**src/rtl/exc_seq_map.vh**
```
// Constants for the exception sequencer: cycle budgets and bus-cycle counts.
// Assumes inclusion by the sequencer files; definitions only.
`ifndef EXC_SEQ_MAP_VH
`define EXC_SEQ_MAP_VH
// Operation codes
`define OP_INT_ISTACK   3'h0
`define OP_INT_MSTACK   3'h1
`define OP_RESET_INSN   3'h2
`define OP_FAULT_SHORT  3'h3
`define OP_FAULT_LONG   3'h4
`define OP_RET_SHORT    3'h5
`define OP_RET_LONG     3'h6
`define OP_RET_THROW    3'h7
// Best-case totals in clocks
`define CLK_INT_I_BEST  10'h01A
`define CLK_INT_M_BEST  10'h029
`define CLK_RESET_BEST  10'h206
`define CLK_FLT_S_BEST  10'h02A
`define CLK_FLT_L_BEST  10'h04F
`define CLK_RET_S_BEST  10'h02A
`define CLK_RET_L_BEST  10'h05B
`define CLK_RET_T_BEST  10'h00F
// Worst-case extra clocks (prefetches added)
`define CLK_INT_I_XTRA  10'h007
`define CLK_INT_M_XTRA  10'h007
`define CLK_RESET_XTRA  10'h001
`define CLK_FLT_S_XTRA  10'h008
`define CLK_FLT_L_XTRA  10'h007
`define CLK_RET_S_XTRA  10'h003
`define CLK_RET_L_XTRA  10'h003
`define CLK_RET_T_XTRA  10'h018
// Operand reads
`define RD_INT          5'h02
`define RD_RESET        5'h00
`define RD_FLT          5'h01
`define RD_RET_S        5'h0A
`define RD_RET_L        5'h18
`define RD_RET_T        5'h04
// Writes
`define WR_INT_I        5'h04
`define WR_INT_M        5'h08
`define WR_NONE         5'h00
`define WR_FLT_S        5'h0A
`define WR_FLT_L        5'h18
// Prefetches in the worst case
`define PF_WORST        2'h2
`define PF_RESET        2'h1
`define PF_NONE         2'h0
// Coprocessor count
`define CP_MAX          3'h7
`endif

```
**src/rtl/exc_seq.v**
```verilog
// Exception sequencer top: times exception entry, reset instruction,
// fault frame saves and frame restores, and hosts the coprocessor agent.
// Assumes start requests synchronous to clk and held for one cycle.
//
// What this block does
// - Interrupt entry on interrupt stack: 26 clocks best, 33 worst.
// - Interrupt entry on master stack: 41 clocks best, 48 worst.
// - Reset instruction: 518 clocks, no operand traffic; 519 worst.
// - Short fault frame save: 42 best, 50 worst, 1 read 10 writes.
// - Long fault frame save: 79 clocks best, 86 worst, 1 read and 24 writes.
// - Short fault frame return: 42 best, 43 cache, 10 reads.
// - Long fault frame return: 91 best, 92 cache, 24 reads.
// - Throwaway frame return chains into a second-frame return.
// - Processor performs coprocessor transfers as async bus cycles.
// - Coprocessor transfers get normal fault and arbitration handling.
// - Up to seven coprocessors, each with its own id.
// - Coprocessor handshake needs no shared clock phase.
`timescale 1ns/1ps
`include "exc_seq_map.vh"
module exc_seq (
   // Clock and reset
   input  wire        clk,
   input  wire        rstn,
   // Operation request
   input  wire        start,
   input  wire [2:0]  op,
   input  wire [1:0]  timing_case,  // 0 best, 1 cache, 2 worst
   input  wire [2:0]  next_op,      // Second frame after a throwaway
   output reg         busy_q,
   output reg         done_q,
   output reg  [9:0]  clocks_q,     // Clocks used by the finished operation
   // Bus cycle strobes and reset output of the sequence
   output reg         rd_cyc_q,
   output reg         pf_cyc_q,
   output reg         wr_cyc_q,
   output reg         reset_out_q,
   // Coprocessor request
   input  wire        cp_req,
   input  wire [2:0]  cp_id,
   input  wire        cp_write,
   input  wire [31:0] cp_wdata,
   output wire        cp_done,
   output wire        cp_err,
   output wire [31:0] cp_rdata,
   // Async bus
   input  wire        bus_grant,
   output wire        as_n,
   output wire        rw,
   output wire [2:0]  sel_id,
   output wire [31:0] bus_wdata,
   input  wire        dsack_n,
   input  wire        berr_n,
   input  wire        addr_fault,
   input  wire [31:0] bus_rdata,
   // Coprocessor width straps, tied high for 32-bit operation
   output reg         lowest_address_input_q,
   output reg         width_select_q
);
   localparam IDLE = 2'd0;
   localparam RUN  = 2'd1;
   localparam FIN  = 2'd2;

   reg [1:0]  st_q;
   reg [2:0]  op_q;
   reg [2:0]  next_q;
   reg        chain_q;
   reg [1:0]  case_q;
   reg [9:0]  left_q;
   reg [9:0]  used_q;
   reg [4:0]  rd_left_q;
   reg [4:0]  wr_left_q;
   reg [1:0]  pf_left_q;

   // Total clocks for an operation in a timing case
   function [9:0] budget;
      input [2:0] o;
      input [1:0] c;
      reg   [9:0] b;
      reg   [9:0] x;
      begin
         b = `CLK_INT_I_BEST;
         x = `CLK_INT_I_XTRA;
         case (o)
            `OP_INT_ISTACK:  begin b = `CLK_INT_I_BEST; x = `CLK_INT_I_XTRA; end
            `OP_INT_MSTACK:  begin b = `CLK_INT_M_BEST; x = `CLK_INT_M_XTRA; end
            `OP_RESET_INSN:  begin b = `CLK_RESET_BEST; x = `CLK_RESET_XTRA; end
            `OP_FAULT_SHORT: begin b = `CLK_FLT_S_BEST; x = `CLK_FLT_S_XTRA; end
            `OP_FAULT_LONG:  begin b = `CLK_FLT_L_BEST; x = `CLK_FLT_L_XTRA; end
            `OP_RET_SHORT:   begin b = `CLK_RET_S_BEST; x = `CLK_RET_S_XTRA; end
            `OP_RET_LONG:    begin b = `CLK_RET_L_BEST; x = `CLK_RET_L_XTRA; end
            default:         begin b = `CLK_RET_T_BEST; x = `CLK_RET_T_XTRA; end
         endcase
         // Cache case adds one clock to short saves and to every frame return only
         if (c == 2'd0)
            budget = b;
         else if (c == 2'd1 && (o == `OP_INT_ISTACK || o == `OP_INT_MSTACK ||
                  o == `OP_RESET_INSN || o == `OP_FAULT_LONG))
            budget = b;
         else if (c == 2'd1)
            budget = b + 10'h001;
         else
            budget = b + x;
      end
   endfunction

   // Operand read count of an operation
   function [4:0] reads;
      input [2:0] o;
      begin
         case (o)
            `OP_INT_ISTACK, `OP_INT_MSTACK: reads = `RD_INT;
            `OP_RESET_INSN:  reads = `RD_RESET;
            `OP_FAULT_SHORT, `OP_FAULT_LONG: reads = `RD_FLT;
            `OP_RET_SHORT:   reads = `RD_RET_S;
            `OP_RET_LONG:    reads = `RD_RET_L;
            default:         reads = `RD_RET_T;
         endcase
      end
   endfunction

   // Write count of an operation
   function [4:0] writes;
      input [2:0] o;
      begin
         case (o)
            `OP_INT_ISTACK:  writes = `WR_INT_I;
            `OP_INT_MSTACK:  writes = `WR_INT_M;
            `OP_FAULT_SHORT: writes = `WR_FLT_S;
            `OP_FAULT_LONG:  writes = `WR_FLT_L;
            default:         writes = `WR_NONE;
         endcase
      end
   endfunction

   // Prefetch count, worst case only
   function [1:0] prefetches;
      input [2:0] o;
      input [1:0] c;
      begin
         if (c < 2'd2)
            prefetches = `PF_NONE;
         else if (o == `OP_RESET_INSN)
            prefetches = `PF_RESET;
         // A throwaway frame needs no prefetch of its own
         else if (o == `OP_RET_THROW)
            prefetches = `PF_NONE;
         else
            prefetches = `PF_WORST;
      end
   endfunction

   wire [9:0] first_len = budget(op, timing_case);
   wire [9:0] chain_len = budget(next_q, case_q);
   wire       next_ok   = (next_q != `OP_RET_THROW);

   // Sequence state, down counter and bus-cycle scheduling
   always @(posedge clk or negedge rstn) begin
      if (!rstn) begin
         st_q        <= IDLE;
         op_q        <= 3'h0;
         next_q      <= 3'h0;
         chain_q     <= 1'b0;
         case_q      <= 2'd0;
         left_q      <= 10'h000;
         used_q      <= 10'h000;
         rd_left_q   <= 5'h00;
         wr_left_q   <= 5'h00;
         pf_left_q   <= 2'h0;
         busy_q      <= 1'b0;
         done_q      <= 1'b0;
         clocks_q    <= 10'h000;
         rd_cyc_q    <= 1'b0;
         pf_cyc_q    <= 1'b0;
         wr_cyc_q    <= 1'b0;
         reset_out_q <= 1'b0;
         lowest_address_input_q <= 1'b1;
         width_select_q         <= 1'b1;
      end else begin
         done_q   <= 1'b0;
         rd_cyc_q <= 1'b0;
         pf_cyc_q <= 1'b0;
         wr_cyc_q <= 1'b0;
         lowest_address_input_q <= 1'b1;
         width_select_q         <= 1'b1;
         case (st_q)
            IDLE: begin
               if (start) begin
                  op_q      <= op;
                  next_q    <= next_op;
                  case_q    <= timing_case;
                  chain_q   <= (op == `OP_RET_THROW);
                  left_q    <= first_len;
                  used_q    <= 10'h000;
                  rd_left_q <= reads(op);
                  wr_left_q <= writes(op);
                  pf_left_q <= prefetches(op, timing_case);
                  busy_q    <= 1'b1;
                  reset_out_q <= (op == `OP_RESET_INSN);
                  st_q      <= RUN;
               end
            end
            RUN: begin
               used_q <= used_q + 10'h001;
               left_q <= left_q - 10'h001;
               // Reads first, then writes, prefetches last
               if (rd_left_q != 5'h00) begin
                  rd_cyc_q  <= 1'b1;
                  rd_left_q <= rd_left_q - 5'h01;
               end else if (wr_left_q != 5'h00) begin
                  wr_cyc_q  <= 1'b1;
                  wr_left_q <= wr_left_q - 5'h01;
               end else if (pf_left_q != 2'h0) begin
                  pf_cyc_q  <= 1'b1;
                  pf_left_q <= pf_left_q - 2'h1;
               end
               if (left_q == 10'h001) begin
                  if (chain_q && next_ok) begin
                     chain_q   <= 1'b0;
                     op_q      <= next_q;
                     left_q    <= chain_len;
                     rd_left_q <= reads(next_q);
                     wr_left_q <= writes(next_q);
                     pf_left_q <= prefetches(next_q, case_q);
                  end else begin
                     st_q <= FIN;
                  end
               end
            end
            FIN: begin
               busy_q      <= 1'b0;
               done_q      <= 1'b1;
               reset_out_q <= 1'b0;
               clocks_q    <= used_q;
               st_q        <= IDLE;
            end
            default: st_q <= IDLE;
         endcase
      end
   end

   // Coprocessor transfer agent
   cp_xfer u_cp (
      .clk         (clk),
      .rstn        (rstn),
      .cp_req      (cp_req),
      .cp_id       (cp_id),
      .cp_write    (cp_write),
      .cp_wdata    (cp_wdata),
      .cp_done_q   (cp_done),
      .cp_err_q    (cp_err),
      .cp_rdata_q  (cp_rdata),
      .bus_grant   (bus_grant),
      .as_n_q      (as_n),
      .rw_q        (rw),
      .sel_id_q    (sel_id),
      .bus_wdata_q (bus_wdata),
      .dsack_n     (dsack_n),
      .berr_n      (berr_n),
      .addr_fault  (addr_fault),
      .bus_rdata   (bus_rdata)
   );
endmodule

```
**src/rtl/cp_xfer.v**
```verilog
// Coprocessor transfer agent: runs a requested transfer as an async bus
// cycle and returns the answer. Assumes cp request inputs synchronous to clk.
`timescale 1ns/1ps
`include "exc_seq_map.vh"
module cp_xfer (
   // Clock and reset
   input  wire        clk,
   input  wire        rstn,
   // Coprocessor request
   input  wire        cp_req,
   input  wire [2:0]  cp_id,
   input  wire        cp_write,
   input  wire [31:0] cp_wdata,
   output reg         cp_done_q,
   output reg         cp_err_q,
   output reg  [31:0] cp_rdata_q,
   // Bus grant from arbitration
   input  wire        bus_grant,
   // Async bus
   output reg         as_n_q,
   output reg         rw_q,
   output reg  [2:0]  sel_id_q,
   output reg  [31:0] bus_wdata_q,
   input  wire        dsack_n,
   input  wire        berr_n,
   input  wire        addr_fault,
   input  wire [31:0] bus_rdata
);
   localparam IDLE = 2'd0;
   localparam WAIT = 2'd1;
   localparam RUN  = 2'd2;
   reg [1:0] st_q;
   wire      id_ok = (cp_id != 3'h0) && (cp_id <= `CP_MAX);

   // Bus cycle sequencer; ends on acknowledge, not on a clock count
   always @(posedge clk or negedge rstn) begin
      if (!rstn) begin
         st_q        <= IDLE;
         as_n_q      <= 1'b1;
         rw_q        <= 1'b1;
         sel_id_q    <= 3'h0;
         bus_wdata_q <= 32'h0000_0000;
         cp_done_q   <= 1'b0;
         cp_err_q    <= 1'b0;
         cp_rdata_q  <= 32'h0000_0000;
      end else begin
         cp_done_q <= 1'b0;
         cp_err_q  <= 1'b0;
         case (st_q)
            IDLE: begin
               if (cp_req) begin
                  if (!id_ok || addr_fault) begin
                     cp_done_q <= 1'b1;
                     cp_err_q  <= 1'b1;
                  end else begin
                     sel_id_q    <= cp_id;
                     rw_q        <= ~cp_write;
                     bus_wdata_q <= cp_wdata;
                     st_q        <= WAIT;
                  end
               end
            end
            WAIT: begin
               if (bus_grant) begin
                  as_n_q <= 1'b0;
                  st_q   <= RUN;
               end
            end
            RUN: begin
               if (!berr_n) begin
                  as_n_q    <= 1'b1;
                  cp_done_q <= 1'b1;
                  cp_err_q  <= 1'b1;
                  st_q      <= IDLE;
               end else if (!dsack_n) begin
                  as_n_q     <= 1'b1;
                  cp_done_q  <= 1'b1;
                  cp_rdata_q <= bus_rdata;
                  st_q       <= IDLE;
               end
            end
            default: st_q <= IDLE;
         endcase
      end
   end
endmodule

```
**config.mk**
```make
export PLATFORM = sky130hd
export DESIGN_NAME = exc_seq
export DESIGN_NICKNAME = d
export VERILOG_FILES = /design/src/rtl/exc_seq.v /design/src/rtl/cp_xfer.v
export VERILOG_INCLUDE_DIRS = /design/src /design/src/rtl
export SDC_FILE = /design/constraint.sdc
export NUM_CORES = 1
export LEC_CHECK = 0
export BUFFER_PORTS_ARGS = -buffer_cell sky130_fd_sc_hd__buf_2
export CAP_MARGIN = 20
export CORE_MARGIN = 1
export CORE_UTILIZATION = 54
export CTS_CLUSTER_DIAMETER = 200
export CTS_CLUSTER_SIZE = 20
export DETAILED_ROUTE_END_ITERATION = 10
export GPL_TIMING_DRIVEN = 0
export PLACE_DENSITY_LB_ADDON = 0.05
export SYNTH_ARGS = -nofsm -noshare
export SYNTH_HDL_FRONTEND = slang
export SYNTH_HIERARCHICAL = 1
export SYNTH_SLANG_ARGS = --single-unit
```
**constraint.sdc**
```tcl
create_clock -name clk -period 3.15 [get_ports clk]
set_clock_uncertainty 0.2 [all_clocks]
set_input_delay 0.63 -clock clk [delete_from_list [all_inputs] [get_ports clk]]
set_output_delay 0.63 -clock clk [all_outputs]
set_load 0.005 [all_outputs]
```
==> run_results.csv <==
group,metric,value,unit
status,outcome,"finished, final reports clean",
clock_tree,clk_latency,0.41,ns
critical_path,crit_path_start_kind,"input pin",
critical_path,cpPeakStageDelay,0.41,ns
logic_synthesis,synth_cell_types,67,
hold_path,worstHoldStart,"cp_write",
cells_and_area,final_cells,978,
logic_synthesis,synthMuxAreaShare,15.3,%
logic_synthesis,synth-xor-area-share,1.96,%
placement,place_ws,-0.300,ns
route,met3_length,989,um
logic_synthesis,yosys.area.top_type,"dfrtp_1",
route,drt_iter0_markers,290,
route,wl_met2,8250,um
clock_tree,post_cts_buffers,0,
global_route,antenna_found_initial,0,
critical_path,cp_top_family,"compound AO/OA/AOI/OAI gates",
die,die_h,113,um
timing,worst_pin_slew,0.678,ns
placement,gp_congestion,0.886,
logic_synthesis,synth_top_family_by_area,"multiplexers",
cells_and_area,postLayoutCoreUtil,69.4,%
placement,placed_cells,947,
route,firstDrtPassIters,4,
critical_path,crit_chain,"buf_2 -> clkbuf_1 -> nand2_1 -> nor2_1 -> inv_1 -> ha_1 -> fa_1 -> a21o_1 -> a21oi_1 -> nor2b_1 -> o211ai_1 -> a21oi_1 -> a211o_1",
route,final_antenna_net_count,0,
route,finalWirelength,16600,um
timing,grt_setup_unrepaired,"no",
cells_and_area,nets,900,
critical_path,critPathArrivalTime,3.01,ns
logic_synthesis,synth_most_common_cell,"dfrtp_1",
critical_path,crit_path_top_delay_cell,"fa_1",
logic_synthesis,synth_top_cells_by_count,"dfrtp_1 (127), nand2_1 (57), mux2_2 (50), nor2_1 (43), o21ai_0 (38)",
timing,layout_setup_ws,0.233,ns
route,vias_per_cell,5.49,
power,power.density,783,nW/um2
cells_and_area,diodes,0,
timing,fin_crit_sh,92.6,%
clock_tree,clockBufferDepth,2,
timing,min_period,2.92,ns
logic_synthesis,async_reset_ff_share,100,%
cells_and_area,area_growth,24.7,%
route,wl_met1,7200,um
logic_synthesis,synth_top_area_share,47.4,%
global_route,grt_overflow_total,0,
timing,fmax,343,MHz
critical_path,worstSetupPathType,"input pin to flip-flop",
cells_and_area,layout-drive-gt1-share,38.9,%
job,cap_violations,0,
logic_synthesis,synthTopCellsByArea,"dfrtp_1 (47%), mux2_2 (8.4%), mux2_4 (6.3%)",
critical_path,r2r_start,"next_q[1]",
timing,worst_hold_slack,0.195,ns
global_route,grt_max_degree,91,
clock_tree,clkSinkCount,129,
hold_path,min_path_type,"input pin to flip-flop",
timing,setup_viol,0,
placement,dp_hpwl,12000,um
logic_synthesis,synth-compound-area-share,11.9,%
critical_path,path_buf_inv,3,
clock_tree,cts_tree,"yes",
hold_path,whs_endpoint,"u_cp/rw_q",
critical_path,critPathMaxFanout,10,
power,power,6.55,mW
power,leakage,4.01,nW
power,vdd_drop_max,0.368,mV
timing,relSlewSlack,54.5,%
die,core,12100,um2
logic_synthesis,synthAdderAreaFrac,3.69,%
critical_path,crit_required,3.25,ns
route,dr.max_layer_used,"met4",
die,die_area,12900,um2
route,via_count,5367,
logic_synthesis,synth_simple_gate_area_share,14.3,%
clock_tree,cts.clk_slew.worst_paths,0.05,ns
global_route,gr-usage-all-layers,26.7,%
logic_synthesis,seq_area_frac_synth,48.2,%
logic_synthesis,synth_area_per_cell,11.1,um2
critical_path,worst_r2r_endpoint,"left_q[4]",
critical_path,critPathCaptureType,"flip-flop",
global_route,grt_pass1_wl,26400,um
clock_tree,cts_made_buffers,17,
route,wl_per_cell,17.0,um
logic_synthesis,synth_edf_count,0,
critical_path,cp_common_cell,"a21oi_1",
die,num_io_pins,173,
critical_path,r2r_slack,0.24,ns
die,rows,40,
logic_synthesis,syn_inst,607,
die,fp.dieW,113,um
critical_path,rr_worst_depth,12,
logic_synthesis,synth_ff_type,"dfrtp_1",
hold_path,holdPathStages,2,
logic_synthesis,netlist_area,6710,um2
timing,finalHoldViolCount,0,
global_route,grt_pass1_vias,5327,
route,drc,0,
placement,port_buffers,170,
logic_synthesis,yosys_warnings,6,
die,initial_core_util,55.6,%
clock_tree,cts_root_buf,"clkbuf_16",
logic_synthesis,yosys_register_bits,129,
timing,drv_slew,0,
clock_tree,htree_levels,4,
==> placed cells by master, fill, tap and decap left out, types with 13 or more instances in the layout <==
cell type / synthesis / routed
buf_2: 3 / 173
nor3_1: 19 / 19
a21oi_1: 32 / 32
ha_1: 15 / 15
o21ai_0: 38 / 38
clkbuf_16: 0 / 17
nand3_1: 18 / 18
nor2_1: 43 / 43
clkbuf_1: 13 / 16
mux2_4: 28 / 28
dfrtp_1: 127 / 127
mux2_2: 50 / 50
nand2_1: 57 / 57
inv_1: 13 / 13
==> flip-flops by register name, summed over array words and instances, names as in the netlist, 2 cells and up <==
signal and cells:
case_q 2, clocks_q 10, left_q 10, next_q 3, pf_left_q 2, rd_left_q 5
st_q 2, u_cp/bus_wdata_q 32, u_cp/cp_rdata_q 32, u_cp/sel_id_q 3, u_cp/st_q 2, used_q 10
wr_left_q 5
==> logic make-up (layout without fill, tap and decap cells) <==
| family | Yosys count | count (layout) |
|---|---|---|
| DFF | 129 | 129 |
| xor gates and xnor gates | 15 | 15 |
| adders and majority gates | 19 | 19 |
| and+or+nand+nor | 189 | 189 |
| other | 1 | 2 |
| buffers and inverters | 45 | 247 |
| muxes | 82 | 82 |
| AOI/OAI and AO/OA | 127 | 127 |
==> final cells by class <==
class	instances	area, um2
Sequential cell	129	3230
Multi-Input combinational cell	434	3170
Inverter	13	48.8
Clock buffer	25	485
Tap cell	168	210
Buffer	32	273
Fill cell	925	3700
Clock inverter	5	55.1
Timing Repair Buffer	172	895
==> metrics by stage <==
stage | area, um2 | TNS, ns
3_5_place_dp | 7810 | -0.854
6_report | 8370 | 0
5_1_grt | 8370 | 0
2_1_floorplan | 6710 | 0
4_1_cts | 8360 | 0
3_3_place_gp | 7770 | -52.92
==> repair_timing <==
action	4_1_cts	5_1_grt
gates resized for setup	0	7
hold buffers	1	0
hold endpoints to repair	39	0
setup endpoints to repair	0	4
==> per-layer routing <==
metal	GRT usage, %	vias to the layer above
met3	6.43	16
li1	-	2555
met1	33.2	2599
met4	8.68	0
met5	0	-
met2	45.8	197
==> power breakdown <==
group	total [mW]	internal, mW	switching [mW]
registers	2.68	2.25	0.433
logic	2.06	1.11	0.944
clock network	1.81	1.14	0.676
==> worst max-delay path by stage <==
| stage | from | to | slack [ns] | cells after the start |
|---|---|---|---|---|
| 5_1_grt | op[2] | left_q[3] | 0.008 | 12 |
| 4_1_cts | next_q[2] | left_q[4] | 0.07 | 11 |
| 6_report | op[0] | left_q[6] | 0.23 | 13 |
| 3_3_place_gp | rstn | clocks_q[6] | -0.42 | 1 |
| 3_5_place_dp | op[1] | left_q[6] | -0.30 | 13 |
| 2_1_floorplan | op[1] | left_q[6] | 0.22 | 12 |
Power figures use the tool's default switching activity.
